[config.mk]
export PLATFORM = sky130hd
export DESIGN_NAME = playback_host_transfer_control
export DESIGN_NICKNAME = d
export VERILOG_FILES = /design/src/verilog/playback_pkg.sv /design/src/verilog/word_buffer.sv /design/src/verilog/pin_sync.sv /design/src/verilog/playback_host_transfer_control.sv
export SDC_FILE = /design/constraint.sdc
export NUM_CORES = 1
export LEC_CHECK = 0
export ABC_AREA = 1
export BUFFER_PORTS_ARGS = -buffer_cell sky130_fd_sc_hd__buf_4
export CAP_MARGIN = 40
export CORE_UTILIZATION = 27
export CTS_CLUSTER_DIAMETER = 80
export DETAILED_ROUTE_END_ITERATION = 12
export GPL_TIMING_DRIVEN = 0
export PLACE_DENSITY = 0.56
export SLEW_MARGIN = 20
export SYNTH_ARGS = -nofsm -noshare
export SYNTH_HDL_FRONTEND = slang
export SYNTH_HIERARCHICAL = 1
export SYNTH_SLANG_ARGS = --single-unit
[constraint.sdc]
create_clock -name CLOCK -period 3.3 [get_ports CLOCK]
set_clock_uncertainty 0.05 [all_clocks]
set_input_delay 0.33 -clock CLOCK [delete_from_list [all_inputs] [get_ports CLOCK]]
set_output_delay 0.33 -clock CLOCK [all_outputs]
set_load 0.03 [all_outputs]
[src/verilog/playback_pkg.sv]
// Package: shared constants for the playback host transfer block.
// Assumes a 200 MHz clock; all timing counts derive from CLK_PERIOD_NS.
package playback_pkg;
    localparam int CLK_PERIOD_NS = 5;
    localparam int FRAME_PERIOD_MS = 30;
    localparam int FRAME_CYCLES = FRAME_PERIOD_MS * 1000000 / CLK_PERIOD_NS;
    localparam logic [15:0] CMD_IDLE = 16'h0000;
    localparam logic [15:0] CMD_RATE_5K3 = 16'h5232;
    localparam logic [15:0] CMD_POLL_SYNC = 16'h5202;
    localparam logic [15:0] CMD_STOP = 16'h5220;
    localparam logic [15:0] CMD_BUF_MON = 16'h5212;
    localparam logic [11:0] CMD_DEPTH_HI = 12'h528;
    localparam logic [15:0] CMD_FIRST_TS = 16'h2c03;
    localparam logic [15:0] CMD_FIRST_LIN = 16'h2c63;
    localparam logic [15:0] CMD_SECOND = 16'h2000;
    localparam logic [3:0] CMD_THIRD_TOP = 4'h2;
    localparam logic [15:0] RESP_ZERO_WORDS = 16'h2000;
    localparam logic [15:0] RESP_OK = 16'h0000;
    localparam logic [1:0] PATH_TX_PORT = 2'h3;
    localparam int PATH_LSB = 0;
    localparam int FORMAT_LSB = 4;
    localparam logic [2:0] FORMAT_LINEAR16 = 3'h6;
    localparam logic [7:0] LINEAR16_WORDS = 8'hf0;
    localparam int QUEUE_WORDS = 240;
    localparam int BURST_WORDS = 16;
    localparam int DEPTH_UNIT = 16;
    localparam int HWCTL_MASTER_IE = 10;
    localparam int HWCTL_DMA_DIR = 8;
    localparam int HWCTL_DMA_BURST = 7;
    localparam int HWCTL_TX_FREE_IE = 1;
    localparam int HWCTL_TX_DMA_EN = 5;
endpackage

[src/verilog/word_buffer.sv]
// Two-entry valid/ready buffer on the transmit data path.
// Assumes both sides share one clock.
`timescale 1ns/1ps
module word_buffer
    import playback_pkg::*;
#(
    parameter int WIDTH = 16
) (
    input wire logic clk,
    input wire logic rst_n,
    input wire logic flush,
    input wire logic in_valid,
    output logic in_ready,
    input wire logic [WIDTH-1:0] in_data,
    output logic out_valid,
    input wire logic out_ready,
    output logic [WIDTH-1:0] out_data
);
    if (WIDTH < 1) begin : g_width_check
        $error("WIDTH must be positive");
    end
    logic [WIDTH-1:0] mem_q [2];
    logic [1:0] count_q;
    logic wr_ptr_q, rd_ptr_q;
    logic push, pop;
    assign in_ready = count_q != 2'h2;
    assign out_valid = count_q != 2'h0;
    assign out_data = mem_q[rd_ptr_q];
    assign push = in_valid && in_ready;
    assign pop = out_valid && out_ready;
    always_ff @(posedge clk) begin
        if (!rst_n || flush) begin
            count_q <= 2'h0;
            wr_ptr_q <= 1'b0;
            rd_ptr_q <= 1'b0;
        end else begin
            if (push) wr_ptr_q <= ~wr_ptr_q;
            if (pop) rd_ptr_q <= ~rd_ptr_q;
            count_q <= count_q + {1'b0, push} - {1'b0, pop};
        end
    end
    always_ff @(posedge clk) begin
        if (push) mem_q[wr_ptr_q] <= in_data;
    end
endmodule

[src/verilog/pin_sync.sv]
// Three-stage synchroniser; output changes when stages two and three agree.
// Assumes an asynchronous pin level at the input.
`timescale 1ns/1ps
module pin_sync (
    input wire logic clk,
    input wire logic rst_n,
    input wire logic rst_val,
    input wire logic pin,
    output logic level
);
    logic s1_q, s2_q, s3_q, level_q;
    // Stages start at the pin's idle level, so no false edge after reset
    always_ff @(posedge clk) begin
        if (!rst_n) begin
            s1_q <= rst_val;
            s2_q <= rst_val;
            s3_q <= rst_val;
            level_q <= rst_val;
        end else begin
            s1_q <= pin;
            s2_q <= s1_q;
            s3_q <= s2_q;
            if (s2_q == s3_q) level_q <= s3_q;
        end
    end
    assign level = level_q;
endmodule

[src/verilog/playback_host_transfer_control.sv]
// Playback command/response handshake and transmit data path of the
// host port. Assumes the host bus decode outside presents one-cycle
// write and read strobes per register on CLOCK.
`timescale 1ns/1ps
module playback_host_transfer_control
    import playback_pkg::*;
#(
    parameter int FRAME_CYC = FRAME_CYCLES,
    parameter int QUEUE_DEPTH = QUEUE_WORDS,
    parameter int BURST_LEN = BURST_WORDS
) (
    input wire logic CLOCK,
    input wire logic RESET_N,
    input wire logic CMD_WRITE,
    input wire logic [15:0] CMD_DATA,
    input wire logic RESP_READ,
    output logic [15:0] RESP_DATA,
    output logic CMD_SLOT_FREE,
    output logic RESP_PENDING,
    input wire logic HWCTL_WRITE,
    input wire logic [15:0] HWCTL_DATA,
    output logic [15:0] HWCTL_VALUE,
    input wire logic TX_WRITE,
    input wire logic [15:0] TX_DATA,
    output logic TX_FREE,
    output logic IRQ,
    output logic tx_dma_request,
    input wire logic tx_dma_ack_n,
    output logic PLAYING,
    output logic [7:0] QUEUE_LEVEL,
    output logic FRAME_TICK
);
    // Queue level and burst counter are 8 bits wide
    if (FRAME_CYC < 1 || QUEUE_DEPTH < BURST_LEN || QUEUE_DEPTH > 255) begin : g_param_check
        $error("Unsupported playback parameters");
    end
    if (BURST_LEN < 1 || BURST_LEN > 255) begin : g_burst_check
        $error("BURST_LEN out of range");
    end

    typedef enum logic [4:0] {
        ST_IDLE = 5'b00001,
        ST_WAIT_SECOND = 5'b00010,
        ST_WAIT_THIRD = 5'b00100,
        ST_PLAY = 5'b01000,
        ST_SPARE = 5'b10000
    } play_state_e;

    play_state_e state_q;
    logic [15:0] cmd_q, resp_q, hwctl_q;
    logic cmd_full_q, pending_q, resp_load;
    logic [15:0] resp_d;
    logic [2:0] playback_format_code_q;
    logic [1:0] transfer_path_code_q;
    logic [7:0] frame_words_q, depth_q, queue_q, burst_cnt_q;
    logic [31:0] frame_cnt_q;
    logic tx_free_q, flush, take, ack, deq_frame;
    logic buf_valid, buf_ready, in_ready;
    logic [15:0] buf_data;
    logic [7:0] frame_len;

    pin_sync ack_sync (
        .clk(CLOCK),
        .rst_n(RESET_N),
        .rst_val(1'b1),
        .pin(tx_dma_ack_n),
        .level(ack)
    );

    // Command latched on write; slot reopens once the command is taken
    always_ff @(posedge CLOCK) begin
        if (!RESET_N) begin
            cmd_full_q <= 1'b0;
            cmd_q <= 16'h0000;
        end else if (CMD_WRITE) begin
            cmd_full_q <= 1'b1;
            cmd_q <= CMD_DATA;
        end else if (take) begin
            cmd_full_q <= 1'b0;
        end
    end
    // Taken only while no unread answer stands, so no response is lost
    assign take = cmd_full_q && !pending_q;
    assign CMD_SLOT_FREE = !cmd_full_q;

    always_comb begin
        resp_d = RESP_OK;
        case (state_q)
            ST_WAIT_SECOND: resp_d = cmd_q;
            ST_WAIT_THIRD: begin
                if (transfer_path_code_q == PATH_TX_PORT &&
                    cmd_q[7:0] == LINEAR16_WORDS)
                    resp_d = RESP_ZERO_WORDS;
                else
                    resp_d = cmd_q;
            end
            default: begin
                if (cmd_q == CMD_FIRST_TS || cmd_q == CMD_FIRST_LIN)
                    resp_d = cmd_q;
                else if (cmd_q == CMD_BUF_MON)
                    resp_d = {8'h00, queue_q};
                else if (cmd_q[15:4] == CMD_DEPTH_HI)
                    resp_d = cmd_q;
            end
        endcase
        // Stop and idle always win, whatever the state
        if (cmd_q == CMD_IDLE || cmd_q == CMD_STOP) resp_d = RESP_OK;
    end
    assign resp_load = take;

    // Set wins over the host read clearing the flag
    always_ff @(posedge CLOCK) begin
        if (!RESET_N) begin
            pending_q <= 1'b0;
            resp_q <= 16'h0000;
        end else if (resp_load) begin
            pending_q <= 1'b1;
            resp_q <= resp_d;
        end else if (RESP_READ) begin
            pending_q <= 1'b0;
        end
    end
    assign RESP_DATA = resp_q;
    assign RESP_PENDING = pending_q;

    assign flush = take && (cmd_q == CMD_IDLE || cmd_q == CMD_STOP);

    always_ff @(posedge CLOCK) begin
        if (!RESET_N) begin
            state_q <= ST_IDLE;
            playback_format_code_q <= 3'h0;
            transfer_path_code_q <= 2'h0;
            frame_words_q <= 8'h00;
        end else if (flush) begin
            state_q <= ST_IDLE;
        end else if (take) begin
            case (state_q)
                ST_IDLE, ST_PLAY: begin
                    if (cmd_q == CMD_FIRST_TS || cmd_q == CMD_FIRST_LIN) begin
                        playback_format_code_q <= cmd_q[FORMAT_LSB+2:FORMAT_LSB];
                        transfer_path_code_q <= cmd_q[PATH_LSB+1:PATH_LSB];
                        state_q <= ST_WAIT_SECOND;
                    end
                end
                ST_WAIT_SECOND: begin
                    if (cmd_q == CMD_SECOND) state_q <= ST_WAIT_THIRD;
                end
                ST_WAIT_THIRD: begin
                    if (cmd_q[15:12] == CMD_THIRD_TOP) begin
                        frame_words_q <= cmd_q[7:0];
                        state_q <= ST_PLAY;
                    end
                end
                default: state_q <= ST_IDLE;
            endcase
        end
    end
    assign PLAYING = state_q == ST_PLAY;

    always_ff @(posedge CLOCK) begin
        if (!RESET_N) begin
            depth_q <= 8'(QUEUE_DEPTH);
        end else if (take && cmd_q[15:4] == CMD_DEPTH_HI) begin
            // Depth in units of 16 words; zero keeps the full queue
            if (cmd_q[3:0] == 4'h0)
                depth_q <= 8'(QUEUE_DEPTH);
            else
                depth_q <= 8'(cmd_q[3:0] * DEPTH_UNIT);
        end
    end

    always_ff @(posedge CLOCK) begin
        if (!RESET_N) hwctl_q <= 16'h0000;
        else if (HWCTL_WRITE) hwctl_q <= HWCTL_DATA;
    end
    assign HWCTL_VALUE = hwctl_q;

    word_buffer #(.WIDTH(16)) tx_buf (
        .clk(CLOCK),
        .rst_n(RESET_N),
        .flush(flush),
        .in_valid(TX_WRITE && PLAYING),
        .in_ready(in_ready),
        .in_data(TX_DATA),
        .out_valid(buf_valid),
        .out_ready(buf_ready),
        .out_data(buf_data)
    );
    // Up to two words past the queue limit stall in the buffer; later ones are dropped
    assign buf_ready = queue_q < depth_q;

    assign frame_len = (playback_format_code_q == FORMAT_LINEAR16) ?
        LINEAR16_WORDS : frame_words_q;

    always_ff @(posedge CLOCK) begin
        if (!RESET_N || flush || !PLAYING) begin
            frame_cnt_q <= 32'h0;
        end else if (frame_cnt_q == 32'(FRAME_CYC - 1)) begin
            frame_cnt_q <= 32'h0;
        end else begin
            frame_cnt_q <= frame_cnt_q + 32'h1;
        end
    end
    assign deq_frame = PLAYING && frame_cnt_q == 32'(FRAME_CYC - 1);
    assign FRAME_TICK = deq_frame;

    // Only the queue level is modelled; sample data is discarded here
    always_ff @(posedge CLOCK) begin
        if (!RESET_N || flush) begin
            queue_q <= 8'h00;
        end else begin
            queue_q <= queue_q
                + {7'h00, buf_valid && buf_ready}
                - ((deq_frame && queue_q >= frame_len) ? frame_len :
                   (deq_frame ? queue_q : 8'h00));
        end
    end
    assign QUEUE_LEVEL = queue_q;

    // Free while playing with queue room; a DMA burst drops it
    always_ff @(posedge CLOCK) begin
        if (!RESET_N || flush) begin
            tx_free_q <= 1'b0;
            burst_cnt_q <= 8'h00;
        end else if (!PLAYING) begin
            tx_free_q <= 1'b0;
        end else if (!ack && TX_WRITE && in_ready) begin
            if (burst_cnt_q == 8'(BURST_LEN - 1)) begin
                burst_cnt_q <= 8'h00;
                tx_free_q <= 1'b0;
            end else begin
                burst_cnt_q <= burst_cnt_q + 8'h01;
            end
        end else if (!buf_valid) begin
            tx_free_q <= queue_q < depth_q;
        end
    end
    assign TX_FREE = tx_free_q;
    assign IRQ = tx_free_q && hwctl_q[HWCTL_MASTER_IE] &&
        hwctl_q[HWCTL_TX_FREE_IE];
    assign tx_dma_request = tx_free_q && hwctl_q[HWCTL_TX_DMA_EN] &&
        hwctl_q[HWCTL_DMA_BURST];
    // Data words reaching the queue are not observable here; buf_data
    // only feeds unused_data and drives no output of this block.
    logic unused_data;
    assign unused_data = ^buf_data;
endmodule

==> impl_metrics.py, run 1 <==
metrics = {
    "grt": {
        "grt_antenna_before_repair": 0,
        "grt_overflow": 0,
        "grt_usage_pct": 15.3,
        "grt_pass1_wl_mm": 30.1,
        "grt_max_degree": 17,
        "grt_pass1_vias": 6035,
    },
    "synth": {
        "syn_area_um2": 6630,
        "synth_area_per_cell_um2": 7.03,
        "yosys_warnings": 6,
        "syn_nets": 1028,
        "syn_inst": 943,
    },
    "min_path": {
        "worst_hold_path_type": "primary input to register",
    },
    "sta": {
        "post-route-period-util_pct": 103,
        "rsz0062_at_grt": "true",
        "worst_pin_slew_ps": 665,
        "hold-worst-slack_ps": 55.5,
        "drv_slew": 0,
        "fin_tns_setup_ps": -109,
        "setup_viol": 1,
        "maxSlewHeadroom_pct": 55.5,
        "fin_ws_ps": -109,
        "min_period_ps": 3410,
        "max_freq_ghz": 0.293,
        "hold_viol": 0,
    },
    "status": {
        "outcome": "finished, violations left",
        "violations": "setup timing",
    },
    "clock_tree": {
        "clk_latency_ps": 420,
        "cts_tree": "done",
        "clockRootBuffer": "clkbuf_16",
        "htreeDepth": 4,
        "numCtsBuffers": 17,
        "clk_pin_slew_worst_paths_ps": 60,
        "cts_sinks": 126,
        "ctsLongestPathBuffers": 2,
        "cts-hold-fix-buffers": 0,
    },
    "die": {
        "rows": 56,
        "die_w_um": 159,
        "core_um2": 23800,
        "die_area_um2": 25200,
        "start_util_pct": 27.9,
        "fp.dieH_um": 159,
        "io_pins": 102,
    },
    "setup_path": {
        "worstPathArrival_ps": 3710,
        "endpoint_kind": "register",
        "cp-start-kind": "register",
        "critPathKind": "register to register",
        "cp_max_fo": 7,
        "r2r_slack_ps": -110,
        "cp.required_ps": 3600,
    },
    "route": {
        "drt_pre_antenna_iters": 4,
        "drt_iter0_drc": 367,
        "drc": 0,
        "routed_wl_mm": 18.4,
        "vias": 6410,
        "ant_nets": 0,
        "wire_per_inst_um": 13.2,
        "routed_via_density": 4.60,
    },
    "finish": {
        "diodes": 0,
        "mostFrequentLayoutCells": "nand2_1 (162), nor2_1 (125), dfxtp_1 (121)",
        "layout_commonest_cell": "nand2_1",
        "final_nets": 1147,
        "finish.utilization_pct": 36.9,
        "drive_above_1_share_pct": 22.5,
        "syn_to_final_growth_pct": 32.1,
        "fin_cells": 1394,
    },
    "placed_design": {
        "gp_congestion": 0.863,
        "place_ws_ps": -403,
        "dp.cells": 1347,
        "port_buffers": 85,
        "hpwl_mm": 13.5,
    },
    "flow_run": {
        "maxCapViolations": 0,
    },
    "power": {
        "powerDensity_nw_per_um2": 607,
        "peakVddDrop_v": 0.000423,
        "leakage_nw": 3.56,
    },
}
==> stage by stage <==
| stage | power [mW] | instance area (um2) |
|---|---|---|
| floorplan | 2.50 | 6680 |
| detailed placement | 2.85 | 7710 |
| global placement | 2.84 | 7710 |
| CTS | 5.07 | 8560 |
| finish | 5.31 | 8750 |
| global route | 5.61 | 8750 |
==> final timing paths <==
kind                                          start  depth (start not counted)                        end
min reg2reg                   ack_sync/s1_q$_DFF_P_                          2      ack_sync/s2_q$_DFF_P_
max reg2reg  playback_format_code_q[2]$_SDFFE_PN0P_                         27  QUEUE_LEVEL[6]$_SDFF_PP0_
max          playback_format_code_q[2]$_SDFFE_PN0P_                         27  QUEUE_LEVEL[6]$_SDFF_PP0_
min                                    tx_dma_ack_n                          3      ack_sync/s1_q$_DFF_P_
==> worst max-delay path, stage by stage (launching register included) <==
cell and delay [ps]:
dfxtp_2 330, inv_2 40, nor3_4 240, inv_2 90
nand2_2 80, inv_2 40, ha_4 240, nand2_1 40
nand3b_1 80, nand2_1 60, nand2_1 70, nand2_2 60
nand2_4 100, nand2_4 80, o21ai_2 140, ha_1 240
inv_1 60, ha_2 170, inv_2 40, fa_2 330
inv_2 90, nand3_4 70, nand2_2 70, nand2_2 60
nand2_2 70, a21oi_2 60, or2_4 220, a21oi_2 100
==> layout make-up <==
cell class                      instances  area [um2]
Fill cell                            2485       15000
Multi-Input combinational cell        669        3840
Sequential cell                       126        2540
Timing Repair Buffer                  100         771
Inverter                              125         474
Clock buffer                           17         425
Tap cell                              319         399
Clock inverter                         15         196
Buffer                                 23         110
==> per-layer routing <==
metal,vias to the layer above,share of wire [%],track usage [%]
li1,3339,-,-
met1,2918,49,20.4
met2,138,45,24.1
met3,15,5.2,3.81
met4,0,1.1,4.40
met5,-,0,0
==> flip-flops by register name, summed over array words and instances (netlist names) <==
name                    flops
frame_cnt_q                32
cmd_q                      16
HWCTL_VALUE                16
state_q                     4
TX_FREE                     1
ack_sync/s1_q               1
cmd_full_q                  1
RESP_PENDING                1
tx_buf/count_q              2
burst_cnt_q                 8
ack_sync/level              1
RESP_DATA                  16
ack_sync/s3_q               1
QUEUE_LEVEL                 8
transfer_path_code_q        2
ack_sync/s2_q               1
playback_format_code_q      3
frame_words_q               8
depth_q                     4
==> power breakdown <==
group,switching [mW],internal (mW),total [mW]
logic,0.889,0.693,1.58
clock network,0.828,1.16,1.98
registers,0.133,1.61,1.74
total,1.85,3.46,5.31
==> timing repair <==
item	in CTS	in global routing
pin swaps	15	13
resized for setup	35	28
gates cloned	0	0
buffers inserted	8	7
setup endpoints to repair	4	5
(Power assumes the default switching activity.)
==> run 2, diff against run 1 <==
--- a/config.mk
+++ b/config.mk
@@ -9,11 +9,12 @@
 export BUFFER_PORTS_ARGS = -buffer_cell sky130_fd_sc_hd__buf_4
 export CAP_MARGIN = 40
 export CORE_UTILIZATION = 27
+export CTS_BUF_LIST = sky130_fd_sc_hd__clkbuf_8
 export CTS_CLUSTER_DIAMETER = 80
 export DETAILED_ROUTE_END_ITERATION = 12
 export GPL_TIMING_DRIVEN = 0
 export PLACE_DENSITY = 0.56
-export SLEW_MARGIN = 20
+export SLEW_MARGIN = 0
 export SYNTH_ARGS = -nofsm -noshare
 export SYNTH_HDL_FRONTEND = slang
 export SYNTH_HIERARCHICAL = 1
==> run 2 against run 1 <==
Effect of this change:
- the flow still finishes with violations (setup timing)
- utilization decreased by 0.21 points
- critical path depth unchanged
- final cell count increased by 0.93%
- highest routed layer unchanged
- count of clock-buffer cells in the layout unchanged
- sequential share of layout area increased by 0.16 points
- combinational power increased by 5%
- first-iteration DRC count decreased by 5.2%
==> impl_metrics.py, run 2 (same netlist as run 1, synthesis figures left out) <==
metrics = {
    "status": {
        "violations": "setup timing",
        "outcome": "finished, violations left",
    },
    "setup_path": {
        "cp.required_ps": 3630,
        "critPathKind": "register to register",
        "cp_max_fo": 7,
        "cp-start-kind": "register",
        "endpoint_kind": "register",
        "worstPathArrival_ps": 3810,
    },
    "grt": {
        "grt_overflow": 0,
        "grt_pass1_vias": 6135,
        "use_met2_pct": 24.3,
        "grt.busiest_layer": "met2",
        "met1_usage_pct": 20.4,
        "grt_max_degree": 17,
        "grt_usage_pct": 15.3,
        "grt_antenna_before_repair": 0,
        "grt_pass1_wl_mm": 30.3,
        "grtUsageMet3_pct": 3.84,
    },
    "die": {
        "io_pins": 102,
        "start_util_pct": 27.9,
        "rows": 56,
        "fp.dieH_um": 159,
        "core_um2": 23800,
        "die_area_um2": 25200,
        "die_w_um": 159,
    },
    "sta": {
        "min_period_ps": 3470,
        "fin_tns_setup_ps": -250,
        "worst_pin_slew_ps": 665,
        "rsz0062_at_grt": "true",
        "post-route-period-util_pct": 105,
        "setup_viol": 3,
        "hold_viol": 0,
        "max_freq_ghz": 0.288,
        "drv_slew": 0,
        "maxSlewHeadroom_pct": 55.5,
        "fin_ws_ps": -174,
        "hold-worst-slack_ps": 42.4,
    },
    "placed_design": {
        "place_ws_ps": -403,
        "gp_congestion": 0.863,
        "port_buffers": 85,
        "dpl_cell_area_um2": 7710,
        "hpwl_mm": 13.5,
    },
    "finish": {
        "drive_above_1_share_pct": 24.4,
        "mostFrequentLayoutCells": "nand2_1 (158), nor2_1 (124), dfxtp_1 (121)",
        "top_register": "frame_cnt_q",
        "largest_reg_flops": 32,
        "syn_to_final_growth_pct": 31.4,
        "final_nets": 1160,
        "layout_commonest_cell": "nand2_1",
        "final_cell_area_um2": 8710,
        "diodes": 0,
    },
    "power": {
        "peakVddDrop_v": 0.000339,
        "leakage_nw": 3.53,
        "powerDensity_nw_per_um2": 562,
        "p_total_mw": 4.89,
    },
    "clock_tree": {
        "clockRootBuffer": "clkbuf_8",
        "numCtsBuffers": 17,
        "clk_pin_slew_worst_paths_ps": 90,
        "cts_sinks": 126,
        "cts_tree": "done",
        "htreeDepth": 4,
        "clk_latency_ps": 460,
        "ctsLongestPathBuffers": 2,
    },
    "route": {
        "routed_wl_mm": 18.6,
        "wire_per_inst_um": 13.2,
        "drt_iter0_drc": 348,
        "vias": 6501,
        "ant_nets": 0,
        "drt_pre_antenna_iters": 5,
        "drc": 0,
        "routed_via_density": 4.62,
    },
    "flow_run": {
        "maxCapViolations": 0,
    },
    "min_path": {
        "worst_hold_path_type": "primary input to register",
    },
}
-- run 2: cell count changes in the layout (fill, tap and decap cells not counted), sizes merged --
cell / previous run / this run
dlygate4sd3: 0 / 1
buf: 110 / 122
-- run 2: worst paths after layout --
kind	from	to	slack (ps)	cells after the start
hold reg to reg	ack_sync/s1_q$_DFF_P_	ack_sync/s2_q$_DFF_P_	380	2
setup / recovery	playback_format_code_q[2]$_SDFFE_PN0P_	QUEUE_LEVEL[6]$_SDFF_PP0_	-170	27
setup reg to reg	playback_format_code_q[2]$_SDFFE_PN0P_	QUEUE_LEVEL[6]$_SDFF_PP0_	-170	27
hold / removal	CMD_DATA[14]	cmd_q[14]$_SDFFE_PN0P_	40	3
-- run 2: metrics by stage --
step                util [%]  std cells
floorplan                  -        943
global placement        32.5       1347
detailed placement      32.5       1347
CTS                     36.0       1401
global route            36.7       1407
finish                  36.7       1407
-- run 2: layer usage --
| metal | wire (um) | part of all wire [%] | up-vias |
|---|---|---|---|
| li1 | - | - | 3359 |
| met1 | 8850 | 47 | 2958 |
| met2 | 8450 | 45 | 164 |
| met3 | 1030 | 5.5 | 20 |
| met4 | 301 | 1.6 | 0 |
| met5 | 0 | 0 | - |
-- run 2: worst max-delay path, cell delays in order (launching register included) --
cell	delay, ps
dfxtp_2	340
inv_2	40
nor3_4	250
inv_2	100
nand2_2	90
inv_2	50
ha_4	200
nand2_2	50
nand3b_1	80
nand2_1	70
nand2_1	60
nand2_2	80
nand2_4	80
inv_6	90
nand3_1	100
o21ai_1	130
inv_1	100
ha_4	270
inv_1	50
fa_2	380
inv_2	90
nand3_4	90
nand2_2	80
nand2_2	60
nand2_2	60
a21oi_2	60
or2_4	220
a21oi_2	100
-- run 2: layout make-up --
class | count | area (um2)
Inverter | 125 | 474
Tap cell | 319 | 399
Clock inverter | 15 | 196
Multi-Input combinational cell | 669 | 3880
Fill cell | 2475 | 15000
Timing Repair Buffer | 113 | 875
Buffer | 23 | 110
Clock buffer | 17 | 234
Sequential cell | 126 | 2540
-- run 2: what timing repair did --
item	in CTS	in global routing
pin swaps	18	13
hold buffers	1	0
gates resized for setup	49	27
buffers inserted	21	7
endpoints found under the hold margin	1	0
endpoints found under the setup margin	4	5
-- run 2: report_power, final --
part / internal, mW / total (mW) / switching, mW / leakage [nW]
Combinational: 0.750 / 1.66 / 0.911 / 2.28
Clock: 0.714 / 1.48 / 0.769 / 0.217
Sequential: 1.61 / 1.75 / 0.138 / 1.03
Total: 3.07 / 4.89 / 1.82 / 3.53
